`src/design/mgp_pkg.sv`:
```
`default_nettype none
package mgp_pkg;
  localparam int NUM_PINS = 16;
  localparam int FUNC_W = 3;
  localparam int OBS_W = 4;
  localparam int RATE_W = 2;
  localparam logic [4:0] CFG_DEVICE_GROUP = 5'h1e;
  localparam logic [15:0] CFG_FIRST_REG = 16'h0100;
  // Function codes of the first configuration register.
  localparam logic [2:0] FN_PLAIN_IO = 3'h0;
  localparam logic [2:0] FN_OBSERVE = 3'h1;
  localparam logic [2:0] FN_SLAVE_TWI = 3'h2;
  localparam logic [2:0] FN_MODULE_TWI = 3'h3;
  localparam logic [2:0] FN_ALT_A = 3'h4;
  localparam logic [2:0] FN_ALT_B = 3'h5;
  localparam logic [2:0] FN_ALT_C = 3'h6;
  localparam logic [2:0] FN_ALT_D = 3'h7;
  // Plain I/O modes.
  localparam logic [1:0] IO_INPUT = 2'h0;
  localparam logic [1:0] IO_DRIVE = 2'h1;
  localparam logic [1:0] IO_LED = 2'h2;
  localparam int SLAVE_DATA_PIN = 2;
  localparam int SLAVE_CLK_PIN = 3;
  localparam int MOD0_DATA_PIN = 6;
  localparam int MOD0_CLK_PIN = 7;
  localparam int MOD1_DATA_PIN = 10;
  localparam int MOD1_CLK_PIN = 11;
  // Blink half periods in ms, converted to 100 MHz cycles.
  localparam int CLK_HZ = 100_000_000;
  localparam int BLINK_MS0 = 50;
  localparam int BLINK_MS1 = 100;
  localparam int BLINK_MS2 = 250;
  localparam int BLINK_MS3 = 500;
  localparam int BLINK_CYC0 = BLINK_MS0 * (CLK_HZ / 1000);
  localparam int BLINK_CYC1 = BLINK_MS1 * (CLK_HZ / 1000);
  localparam int BLINK_CYC2 = BLINK_MS2 * (CLK_HZ / 1000);
  localparam int BLINK_CYC3 = BLINK_MS3 * (CLK_HZ / 1000);
  localparam int BLINK_W = 26;
endpackage
`default_nettype wire

```
`src/design/mgp_sync.sv`:
```
`default_nettype none
module mgp_sync
  import mgp_pkg::*;
#(
  parameter int WIDTH = 16
) (
  input wire logic clock,
  input wire logic rst_n,
  input wire logic [WIDTH-1:0] async_in,
  output logic [WIDTH-1:0] level_out,
  output logic [WIDTH-1:0] change_out
);
  logic [WIDTH-1:0] s1_q;
  logic [WIDTH-1:0] s2_q;
  logic [WIDTH-1:0] s3_q;
  logic [WIDTH-1:0] lvl_q;

  // The first stage feeds only the second; the filtered level moves when stages two and
  // three agree, so a single metastable sample cannot count as a change.
  always_ff @(posedge clock or negedge rst_n) begin
    if (!rst_n) begin
      s1_q <= '1;
      s2_q <= '1;
      s3_q <= '1;
    end else begin
      s1_q <= async_in;
      s2_q <= s1_q;
      s3_q <= s2_q;
    end
  end

  always_ff @(posedge clock or negedge rst_n) begin
    if (!rst_n) begin
      lvl_q <= '1;
    end else begin
      for (int i = 0; i < WIDTH; i++) begin
        if (s2_q[i] == s3_q[i]) begin
          lvl_q[i] <= s3_q[i];
        end
      end
    end
  end

  assign level_out = lvl_q;
  assign change_out = lvl_q ^ (s2_q & s3_q | ~s2_q & ~s3_q & lvl_q) & ~(s2_q ^ s3_q)
                      ^ (lvl_q & (s2_q ^ s3_q));
endmodule
`default_nettype wire

```
`src/design/mgp_gpio_bank.sv`:
```
`default_nettype none
// Contract
// - Pins bidirectional, open drain, pull low only.
// - Two configuration registers select each pin function.
// - Pin 2 resets to slave two-wire data.
// - Pin 3 resets to slave two-wire clock.
// - Plain I/O drives low or releases high.
// - Plain I/O also samples input or blinks LED.
// - Enabled input change sets interrupt pending.
// - Observe function enables output driver automatically.
// - Second register selects observed internal signal.
// - Module masters use pins 6/7 and 10/11.
// - Registers in group 0x1E from 0x0100.
module mgp_gpio_bank
  import mgp_pkg::*;
#(
  parameter int PINS = NUM_PINS,
  parameter int BLINK_HALF0 = BLINK_CYC0,
  parameter int BLINK_HALF1 = BLINK_CYC1,
  parameter int BLINK_HALF2 = BLINK_CYC2,
  parameter int BLINK_HALF3 = BLINK_CYC3
) (
  input wire logic clock,
  input wire logic rst_n,
  // Configuration write port: one pin at a time, both registers together.
  input wire logic cfg_we,
  input wire logic [3:0] cfg_pin,
  input wire logic [FUNC_W-1:0] cfg_func,
  input wire logic [RATE_W-1:0] cfg_io_mode,
  input wire logic cfg_drive_high,
  input wire logic [RATE_W-1:0] cfg_blink_rate,
  input wire logic cfg_irq_en,
  input wire logic [OBS_W-1:0] cfg_obs_sel,
  // Pending clear, one bit per pin; a change in the same cycle wins.
  input wire logic [PINS-1:0] pend_clr,
  output logic [PINS-1:0] pend,
  output logic irq_any,
  output logic [PINS-1:0] pin_level,
  output logic [PINS*FUNC_W-1:0] func_state,
  // Internal signals.
  input wire logic [(1<<OBS_W)-1:0] observe_bus,
  input wire logic slave_sda_out,
  output logic slave_sda_in,
  output logic slave_scl_in,
  input wire logic [1:0] mod_sda_out,
  input wire logic [1:0] mod_scl_out,
  output logic [1:0] mod_sda_in,
  output logic [1:0] mod_scl_in,
  input wire logic [PINS-1:0] alt_out,
  output logic module_absent_input,
  // Pins: output value is always 0, enable low means driving low.
  input wire logic [PINS-1:0] pin_in,
  output logic [PINS-1:0] pin_out,
  output logic [PINS-1:0] pin_oe_n
);
  logic [FUNC_W-1:0] func_q [PINS];
  logic [RATE_W-1:0] mode_q [PINS];
  logic [PINS-1:0] drive_high_q;
  logic [RATE_W-1:0] rate_q [PINS];
  logic [PINS-1:0] irq_en_q;
  logic [OBS_W-1:0] obs_q [PINS];
  logic [PINS-1:0] pend_q;
  logic [PINS-1:0] level;
  logic [PINS-1:0] change;
  logic [BLINK_W-1:0] blink_cnt_q [4];
  logic [3:0] blink_q;
  logic [PINS-1:0] want_low;

  function automatic logic [FUNC_W-1:0] reset_func(input int idx);
    if (idx == SLAVE_DATA_PIN || idx == SLAVE_CLK_PIN) begin
      return FN_SLAVE_TWI;
    end
    return FN_PLAIN_IO;
  endfunction

  function automatic logic [BLINK_W-1:0] half_of(input int r);
    case (r)
      0: return BLINK_W'(BLINK_HALF0);
      1: return BLINK_W'(BLINK_HALF1);
      2: return BLINK_W'(BLINK_HALF2);
      default: return BLINK_W'(BLINK_HALF3);
    endcase
  endfunction

  // Configuration registers; the write port stands for the register pair at
  // device group 0x1e, register 0x0100 onward, decoded outside this block.
  // A write that names a pin beyond the bank is dropped rather than aliased onto another pin.
  always_ff @(posedge clock or negedge rst_n) begin
    if (!rst_n) begin
      for (int i = 0; i < PINS; i++) begin
        func_q[i] <= reset_func(i);
        mode_q[i] <= IO_INPUT;
        rate_q[i] <= '0;
        obs_q[i] <= '0;
      end
      drive_high_q <= '1;
      irq_en_q <= '0;
    end else if (cfg_we && int'(cfg_pin) < PINS) begin
      func_q[cfg_pin] <= cfg_func;
      mode_q[cfg_pin] <= cfg_io_mode;
      drive_high_q[cfg_pin] <= cfg_drive_high;
      rate_q[cfg_pin] <= cfg_blink_rate;
      irq_en_q[cfg_pin] <= cfg_irq_en;
      obs_q[cfg_pin] <= cfg_obs_sel;
    end
  end

  mgp_sync #(
    .WIDTH(PINS)
  ) u_sync (
    .clock(clock),
    .rst_n(rst_n),
    .async_in(pin_in),
    .level_out(level),
    .change_out()
  );

  // Change detection compares the filtered level with its value one cycle earlier; both
  // reset to the pulled-up idle level, so leaving reset raises no false change.
  logic [PINS-1:0] prev_q;
  always_ff @(posedge clock or negedge rst_n) begin
    if (!rst_n) begin
      prev_q <= '1;
    end else begin
      prev_q <= level;
    end
  end
  assign change = level ^ prev_q;

  // A change in the same cycle as a clear sets the bit, so no event is lost.
  always_ff @(posedge clock or negedge rst_n) begin
    if (!rst_n) begin
      pend_q <= '0;
    end else begin
      for (int i = 0; i < PINS; i++) begin
        if (func_q[i] == FN_PLAIN_IO && mode_q[i] == IO_INPUT && irq_en_q[i] && change[i]) begin
          pend_q[i] <= 1'b1;
        end else if (pend_clr[i]) begin
          pend_q[i] <= 1'b0;
        end
      end
    end
  end

  // Four shared blink generators keep the counter cost independent of pin count.
  // They run free, so a pin just switched to LED mode may show one short first phase.
  always_ff @(posedge clock or negedge rst_n) begin
    if (!rst_n) begin
      for (int r = 0; r < 4; r++) begin
        blink_cnt_q[r] <= '0;
      end
      blink_q <= '0;
    end else begin
      for (int r = 0; r < 4; r++) begin
        if (blink_cnt_q[r] >= half_of(r) - BLINK_W'(1)) begin
          blink_cnt_q[r] <= '0;
          blink_q[r] <= ~blink_q[r];
        end else begin
          blink_cnt_q[r] <= blink_cnt_q[r] + BLINK_W'(1);
        end
      end
    end
  end

  // A function that gives a pin no output role, such as the slave clock, leaves it released.
  always_comb begin
    for (int i = 0; i < PINS; i++) begin
      want_low[i] = 1'b0;
      unique case (func_q[i])
        FN_PLAIN_IO: begin
          if (mode_q[i] == IO_DRIVE) begin
            want_low[i] = ~drive_high_q[i];
          end else if (mode_q[i] == IO_LED) begin
            want_low[i] = blink_q[rate_q[i]];
          end
        end
        FN_OBSERVE: want_low[i] = ~observe_bus[obs_q[i]];
        FN_SLAVE_TWI: begin
          if (i == SLAVE_DATA_PIN) begin
            want_low[i] = ~slave_sda_out;
          end
        end
        FN_MODULE_TWI: begin
          if (i == MOD0_DATA_PIN) want_low[i] = ~mod_sda_out[0];
          if (i == MOD0_CLK_PIN) want_low[i] = ~mod_scl_out[0];
          if (i == MOD1_DATA_PIN) want_low[i] = ~mod_sda_out[1];
          if (i == MOD1_CLK_PIN) want_low[i] = ~mod_scl_out[1];
        end
        FN_ALT_A, FN_ALT_B, FN_ALT_C, FN_ALT_D: want_low[i] = ~alt_out[i];
      endcase
    end
  end

  // Open drain: the pad only ever pulls low; high comes from the pull-up.
  // The enable is registered so that decode glitches never reach the pad.
  always_ff @(posedge clock or negedge rst_n) begin
    if (!rst_n) begin
      pin_oe_n <= '1;
    end else begin
      pin_oe_n <= ~want_low;
    end
  end
  assign pin_out = '0;

  // Slave two-wire inputs idle high when that function is unselected, as a released bus would; module inputs always follow the pin level.
  assign slave_sda_in = (func_q[SLAVE_DATA_PIN] == FN_SLAVE_TWI) ? level[SLAVE_DATA_PIN] : 1'b1;
  assign slave_scl_in = (func_q[SLAVE_CLK_PIN] == FN_SLAVE_TWI) ? level[SLAVE_CLK_PIN] : 1'b1;
  assign mod_sda_in = {level[MOD1_DATA_PIN], level[MOD0_DATA_PIN]};
  assign mod_scl_in = {level[MOD1_CLK_PIN], level[MOD0_CLK_PIN]};
  assign module_absent_input = level[0];
  assign pend = pend_q;
  assign irq_any = |pend_q;
  assign pin_level = level;

  always_comb begin
    for (int i = 0; i < PINS; i++) begin
      func_state[i*FUNC_W +: FUNC_W] = func_q[i];
    end
  end
endmodule
`default_nettype wire

```
`config.mk`:
```
export PLATFORM = sky130hd
export DESIGN_NAME = mgp_gpio_bank
export DESIGN_NICKNAME = d
export VERILOG_FILES = /design/src/design/mgp_pkg.sv /design/src/design/mgp_sync.sv /design/src/design/mgp_gpio_bank.sv
export SDC_FILE = /design/constraint.sdc
export NUM_CORES = 1
export LEC_CHECK = 0
export BUFFER_PORTS_ARGS = -buffer_cell sky130_fd_sc_hd__buf_4
export CORE_MARGIN = 1.5
export CORE_UTILIZATION = 39
export CTS_BUF_LIST = sky130_fd_sc_hd__clkbuf_8
export CTS_CLUSTER_SIZE = 24
export DETAILED_ROUTE_END_ITERATION = 10
export GPL_TIMING_DRIVEN = 0
export HOLD_SLACK_MARGIN = 0.1
export PLACE_DENSITY = 0.67
export SETUP_SLACK_MARGIN = 0.5
export SYNTH_ARGS = -nofsm -noshare
export SYNTH_HDL_FRONTEND = slang
export SYNTH_SLANG_ARGS = --single-unit
export TNS_END_PERCENT = 1
```
`constraint.sdc`:
```
create_clock -name clock -period 3.1 [get_ports clock]
set_input_delay 0.93 -clock clock [delete_from_list [all_inputs] [get_ports clock]]
set_output_delay 0.93 -clock clock [all_outputs]
set_load 0.005 [all_outputs]
```
# ---- Word level (Yosys, flattened, before mapping)
# Index checks and enable logic that the tools add are counted.
dict set report word_totals {
  register_bits 428
  inputBits 89
  elab_cells 628
}
dict set report op_classes {
  n_addsub 4
  order_cmp 40
  eq_ne 134
  n_mux 164
  n_bitwise 60
  reduce_logical 115
}
# cell n
set ops {}
lappend ops {{3-bit equality test, second input constant} 64}
lappend ops {{26-bit by 1-bit adder with 26-bit output, second input constant} 4}
lappend ops {{26-bit two-way mux} 4}
lappend ops {{1-bit two-way mux} 99}
lappend ops {{4-bit by 5-bit < comparator with 1-bit output, second input constant} 17}
lappend ops {{1-bit binary-select mux with 4-bit select} 16}
lappend ops {{32-bit bitwise mux} 2}
lappend ops {{64-bit bitwise mux} 1}
lappend ops {{4-bit OR reduction} 16}
lappend ops {{1-bit NOT} 57}
lappend ops {{1-bit logical AND} 50}
lappend ops {{48-bit bitwise mux} 1}
lappend ops {{3-bit by 1-bit equality test with 1-bit output, second input constant} 16}
lappend ops {{3-bit zero test} 16}
lappend ops {{2-bit by 3-bit < comparator with 1-bit output, second input constant} 16}
lappend ops {{1-bit case mux with 3 select lines} 11}
lappend ops {{1-bit binary-select mux with 2-bit select} 16}
lappend ops {{16-bit bitwise mux} 2}
lappend ops {{2-bit by 1-bit equality test with 1-bit output, second input constant} 16}
lappend ops {{2-bit equality test, second input constant} 16}
lappend ops {{2-bit zero test} 16}
lappend ops {{2-bit nonzero test} 16}
lappend ops {{26-bit by 23-bit greater-or-equal comparator with 1-bit output, second input constant} 1}
lappend ops {{26-bit by 24-bit greater-or-equal comparator with 1-bit output, second input constant} 1}
lappend ops {{other kinds (19)} 43}

# ---- Depth between registers and ports, before layout
dict set report logic_depth {
  word_depth 6
  ltp_mapped 8
  depth_no_buf 6
}

# ---- Hierarchy
# From an unflattened synthesis, not the netlist that was laid out.
dict set report unflattened {
  hier_cells 1696
  area_unflattened_um2 20771.2
}
# mod instances cells_each area_per_inst_um2 seq_area_each_um2
set by_module_without_submodules {}
lappend by_module_without_submodules {mgp_gpio_bank 1 1488 18108.6 9171.3}
lappend by_module_without_submodules {mgp_sync 1 208 2662.6 1681.6}

# ---- Least setup slack after synthesis
# No wires, ideal clock.
dict set report synth_path {
  kind {input -> register}
  start {input cfg_pin[2]}
  end {register func_q, in the netlist func_state[18]}
  setup_ns 0.125
  t_arrival_ns 2.258
  setup_slack_ns 0.717
  cell_stages 6
  path_buffers 3
  path_cell_list {clkbuf_1 -> nand3_1 -> or3_1 -> clkbuf_1 -> buf_1 -> mux2_2}
}
dict set report synth_via {
  elab_chain_len 6
  word_cells_on_any_way 7
  cone_classes {order compare: 2; mux: 3; bitwise: 1; reduce/logical: 1}
}
# element line
set synth_lines {}
lappend synth_lines {{start, declared} mgp_gpio_bank.sv:27} ;# input wire logic [3:0] cfg_pin,
lappend synth_lines {{4-bit NOT with 5-bit output (implied by the code) (*)} mgp_gpio_bank.sv:99} ;# func_q[cfg_pin] <= cfg_func;
lappend synth_lines {{5-bit greater-or-equal comparator (implied by the code) / 5-bit by 1-bit < comparator with 1-bit output (equally long branches)} mgp_gpio_bank.sv:99}
lappend synth_lines {{1-bit logical AND (implied by the code)} mgp_gpio_bank.sv:99}
lappend synth_lines {{3-bit two-way mux (implied by the code)} mgp_gpio_bank.sv:99}
lappend synth_lines {{3-bit demux with 4-bit select (*)} mgp_gpio_bank.sv:99}
lappend synth_lines {{48-bit bitwise mux (*)} mgp_gpio_bank.sv:99}
lappend synth_lines {{end signal, assigned by index} mgp_gpio_bank.sv:91} ;# func_q[i] <= reset_func(i);
lappend synth_lines {{end signal, assigned by index} mgp_gpio_bank.sv:99}
lappend synth_lines {{end, declared} mgp_gpio_bank.sv:56} ;# logic [FUNC_W-1:0] func_q [PINS];
# Every way passes the cells marked *; elsewhere a longest branch is shown, timed or not.
# A chain may end at the register's enable or synchronous reset.

# ---- Final worst setup path
dict set report layout_path {
  start {register pend_q[3], in the netlist pend[3]}
  end {output irq_any}
}
dict set report layout_via {
  elab_chain_len 1
}
# element line
set layout_lines {}
lappend layout_lines {{start, declared} mgp_gpio_bank.sv:62} ;# logic [PINS-1:0] pend_q;
lappend layout_lines {{start signal, assigned} mgp_gpio_bank.sv:133} ;# pend_q <= '0;
lappend layout_lines {{start signal, assigned by index} mgp_gpio_bank.sv:137} ;# pend_q[i] <= 1'b1;
lappend layout_lines {{start signal, assigned by index} mgp_gpio_bank.sv:139} ;# pend_q[i] <= 1'b0;
lappend layout_lines {{16-bit OR reduction} mgp_gpio_bank.sv:212} ;# assign irq_any = |pend_q;
lappend layout_lines {{end, declared} mgp_gpio_bank.sv:37} ;# output logic irq_any,
# No other way between the ends.

==> impl_metrics.xml <==
<?xml version="1.0" encoding="UTF-8"?>
<metrics>
  <group name="status">
    <metric name="status" unit="">completed</metric>
  </group>
  <group name="floorplan">
    <metric name="num_rows" unit="">82</metric>
    <metric name="die_area" unit="sq um">52100</metric>
    <metric name="floorplan.initialDensity" unit="%">39.5</metric>
    <metric name="num_ports" unit="">209</metric>
    <metric name="core-area" unit="sq um">50200</metric>
    <metric name="floorplan.die.width" unit="um">228</metric>
    <metric name="vertical_die_dimension" unit="um">228</metric>
  </group>
  <group name="flow_run">
    <metric name="cap_viol_max_count" unit="">0</metric>
  </group>
  <group name="place">
    <metric name="routability_congestion" unit="">0.869</metric>
    <metric name="portBuffers" unit="">191</metric>
    <metric name="place_hpwl" unit="um">34200</metric>
    <metric name="placedCellCount" unit="">2419</metric>
    <metric name="dp_worst_setup_slack" unit="ns">0.0573</metric>
    <metric name="postPlaceCellArea" unit="sq um">22200</metric>
  </group>
  <group name="sta">
    <metric name="report.final.hold_viol_count" unit="">0</metric>
    <metric name="timing_max_transition_violations_final" unit="">0</metric>
    <metric name="finClkSkew" unit="ns">0.0499</metric>
    <metric name="timing.fmax" unit="GHz">0.345</metric>
    <metric name="final_period_minus_worst_setup_slack" unit="ns">2.90</metric>
    <metric name="final_min_period_over_clock_period" unit="%">93.5</metric>
    <metric name="worst_slew_pin_slew" unit="ns">0.910</metric>
    <metric name="grt_setup_unrepaired" unit="">true</metric>
    <metric name="final.setup.worst_slack" unit="ns">0.201</metric>
    <metric name="setup_viol" unit="">0</metric>
    <metric name="timing.slew.headroom" unit="%">39.3</metric>
  </group>
  <group name="setup_path">
    <metric name="crit_slowest_cell" unit="">nor4_4</metric>
    <metric name="required" unit="ns">2.17</metric>
    <metric name="worstSetupPathType" unit="">reg -&gt; out</metric>
    <metric name="worst_ep_arrival_time" unit="ns">1.97</metric>
    <metric name="cp-start-kind" unit="">register</metric>
    <metric name="worst_setup_path_end_kind" unit="">output pin</metric>
    <metric name="path_max_fanout" unit="">3</metric>
    <metric name="critical-path-max-stage-delay" unit="ns">0.59</metric>
    <metric name="critical_path.cell_chain" unit="">nor4_4 &gt; nand4_1 &gt; buf_4</metric>
  </group>
  <group name="synthesis">
    <metric name="post_synth_most_frequent_cells" unit="">dfrtp_1 (314), mux2_2 (210), nor2_1 (161)</metric>
    <metric name="post_synth_edffs" unit="">0</metric>
    <metric name="synth.area.top_cells" unit="">dfrtp_1 (40%), dfstp_2 (15%), mux2_2 (12%), mux4_2 (10%), nor2_1 (3.1%)</metric>
    <metric name="synth_largest_area_cell" unit="">dfrtp_1</metric>
    <metric name="synth-seq-cells" unit="">428</metric>
    <metric name="yosysWarningCount" unit="">0</metric>
    <metric name="synthMostInstantiatedCell" unit="">dfrtp_1</metric>
    <metric name="post_synth.cell_area_avg" unit="sq um">12.9</metric>
    <metric name="synth_cells" unit="">1532</metric>
    <metric name="syn_area" unit="sq um">19800</metric>
    <metric name="yosys.cell_types.count" unit="">58</metric>
    <metric name="synth_top_flop_cell" unit="">dfrtp_1</metric>
    <metric name="async_flop_share" unit="%">100</metric>
    <metric name="yosys.area.top_type_share" unit="%">39.7</metric>
    <metric name="yosysSeqAreaShare" unit="%">54.8</metric>
  </group>
  <group name="grt">
    <metric name="grt.total_usage" unit="%">18.9</metric>
    <metric name="grt_start_max_net_pins" unit="">124</metric>
    <metric name="grt_pass1_vias" unit="">13800</metric>
    <metric name="grt-ovfl-total" unit="">0</metric>
    <metric name="antenna_found_initial" unit="">5</metric>
    <metric name="first_pass_grt_wire_length" unit="um">77600</metric>
  </group>
  <group name="finish">
    <metric name="antennaDiodeCount" unit="">0</metric>
    <metric name="finish.net_count" unit="">1920</metric>
    <metric name="finalCoreUtilization" unit="%">47.4</metric>
    <metric name="layout-area-overhead-vs-synth" unit="%">20.3</metric>
    <metric name="finish.cell_count_without_fillers" unit="">2560</metric>
    <metric name="design_area" unit="sq um">23800</metric>
    <metric name="drive_gt1_share" unit="%">40.8</metric>
  </group>
  <group name="clock_tree">
    <metric name="root_cell_of_the_clock_tree" unit="">clkbuf_8</metric>
    <metric name="cts_hold_bufs" unit="">0</metric>
    <metric name="tritoncts" unit="">yes</metric>
    <metric name="cts_buf_count" unit="">74</metric>
    <metric name="clkSlewWorstSetupHoldPaths" unit="ns">0.06</metric>
    <metric name="buffer_depth_of_the_longest_clock_path" unit="">3</metric>
    <metric name="clock_tree.htree_level_count" unit="">3</metric>
    <metric name="clk_latency" unit="ns">0.66</metric>
    <metric name="cts.sink_count" unit="">428</metric>
  </group>
  <group name="pwr">
    <metric name="combinational_share_of_power" unit="%">20.1</metric>
    <metric name="p_seq_share" unit="%">47.0</metric>
    <metric name="power_per_cell_area" unit="nW/um^2">664</metric>
    <metric name="leakagePower" unit="nW">10.1</metric>
    <metric name="p_sw_share" unit="%">28.2</metric>
    <metric name="power_frac_clock" unit="%">32.9</metric>
    <metric name="power.ir.vdd_worst" unit="mV">0.396</metric>
    <metric name="power_switching" unit="mW">4.46</metric>
    <metric name="p_total" unit="mW">15.8</metric>
    <metric name="cell_internal_power_dissipation" unit="mW">11.3</metric>
  </group>
  <group name="drt">
    <metric name="drt_iter0_markers" unit="">760</metric>
    <metric name="drtAntennaViolNets" unit="">0</metric>
    <metric name="remaining_drcs" unit="">0</metric>
    <metric name="finalWirelength" unit="um">48700</metric>
    <metric name="vias_per_cell" unit="">5.23</metric>
    <metric name="wire_length_per_cell" unit="um">19.0</metric>
    <metric name="vias" unit="">13400</metric>
    <metric name="detailedRoute.firstPassIterationCount" unit="">5</metric>
  </group>
  <group name="hold_path">
    <metric name="min-delay-path-class" unit="">in -&gt; async</metric>
  </group>
</metrics>
==> logic make-up (layout without fill, tap and decap cells) <==
kind of cell / count (synthesis) / in the layout / synth area share (%)
AOI/OAI and AO/OA: 90 / 90 / 3.17
xor gates and xnor gates: 105 / 105 / 4.65
adders and majority gates: 20 / 20 / 1.06
buffers and inverters: 138 / 473 / 3.15
DFF: 428 / 428 / 54.8
muxes: 306 / 306 / 22.6
other: 1 / 22 / 0.0189
and+or+nand+nor: 444 / 444 / 10.6
==> metal layers <==
layer  global-route usage, %  part of all wire, %  up-vias
met1                    23.3                   40     6792
met5                       0                 0.14        -
li1                        -                    -     6072
met4                    7.45                  2.7       10
met2                    31.4                   49      417
met3                    5.48                  7.7       97
==> layout by cell type (no fill, tap or decap), types with 4 or more instances in the layout <==
| cell type | count |
|---|---|
| a211oi_1 | 6 |
| a31oi_1 | 12 |
| a32oi_1 | 4 |
| and3_1 | 11 |
| and4_1 | 10 |
| buf_1 | 6 |
| buf_2 | 8 |
| buf_4 | 215 |
| clkbuf_1 | 48 |
| clkbuf_8 | 88 |
| clkinv_2 | 7 |
| conb_1 | 22 |
| dfrtp_1 | 313 |
| dfstp_2 | 114 |
| ha_1 | 4 |
| inv_1 | 86 |
| maj3_1 | 16 |
| mux2_2 | 210 |
| mux2i_1 | 5 |
| mux4_2 | 91 |
| nand2_1 | 97 |
| nand2b_1 | 4 |
| nand3_1 | 40 |
| nand4_1 | 37 |
| nor2_1 | 161 |
| nor2b_1 | 5 |
| nor3_1 | 39 |
| nor4_1 | 14 |
| nor4b_1 | 5 |
| o21ai_0 | 36 |
| o221a_2 | 11 |
| o31ai_1 | 5 |
| xnor2_1 | 43 |
| xor2_1 | 62 |
==> registers in the layout, indices dropped and copies added, names as in the netlist, 32 cells and up <==
| signal | cells |
|---|---|
| blink_cnt_q | 104 |
| obs_q | 64 |
| func_state | 48 |
| mode_q | 32 |
| rate_q | 32 |
==> layout make-up <==
| type | count | area (sq um) |
|---|---|---|
| fill | 4464 | 26400 |
| sequential | 428 | 10900 |
| multi-input combinational | 987 | 8430 |
| timing repair buffer | 198 | 1550 |
| clock buffer | 88 | 1210 |
| tap | 672 | 841 |
| buffer | 86 | 428 |
| clock inverter | 49 | 297 |
| inverter | 52 | 195 |
==> worst paths after layout <==
path | from | to | slack, ns | cells after the start
worst max-delay path | pend[3] | irq_any | 0.20 | 3
worst min-delay path | rst_n | obs_q[35] | 0.26 | 1
worst max register to register | blink_cnt_q[26] | blink_cnt_q[34] | 0.70 | 8
worst min register to register | u_sync.s1_q[11] | u_sync.s2_q[11] | 0.32 | 0
max in group asynchronous | rst_n | blink_cnt_q[10] | 1.33 | 3
min in group clock | u_sync.s1_q[11] | u_sync.s2_q[11] | 0.32 | 0
==> power groups by stage <==
stage	sequential, mW	combinational [mW]	clock (mW)
after floorplan	7.30	1.94	0
after global placement	7.46	3.09	0
after detailed placement	7.52	3.18	0
after CTS	7.44	3.20	5.36
after global routing	7.58	3.41	5.63
final	7.44	3.17	5.20
==> through the flow <==
stage | hold WS (ns) | TNS (ns)
floorplan | 0.345 | 0
global placement | 0.345 | -1134.90
detailed placement | 0.347 | 0
CTS | 0.232 | 0
global route | 0.284 | 0
finish | 0.261 | 0
==> what timing repair did <==
item,CTS,global route
pin swaps,2,2
resized for setup,4,0
setup endpoints to repair,2,31
buffers inserted,1,3
==> worst max-delay path: cells and delay by family (launching register included) <==
| family | cells | cell delay (ns) |
|---|---|---|
| and+or+nand+nor | 2 | 0.74 |
| buffers and inverters | 1 | 0.16 |
| DFF | 1 | 0.43 |
Note: power is estimated with default switching activity, not from simulation.
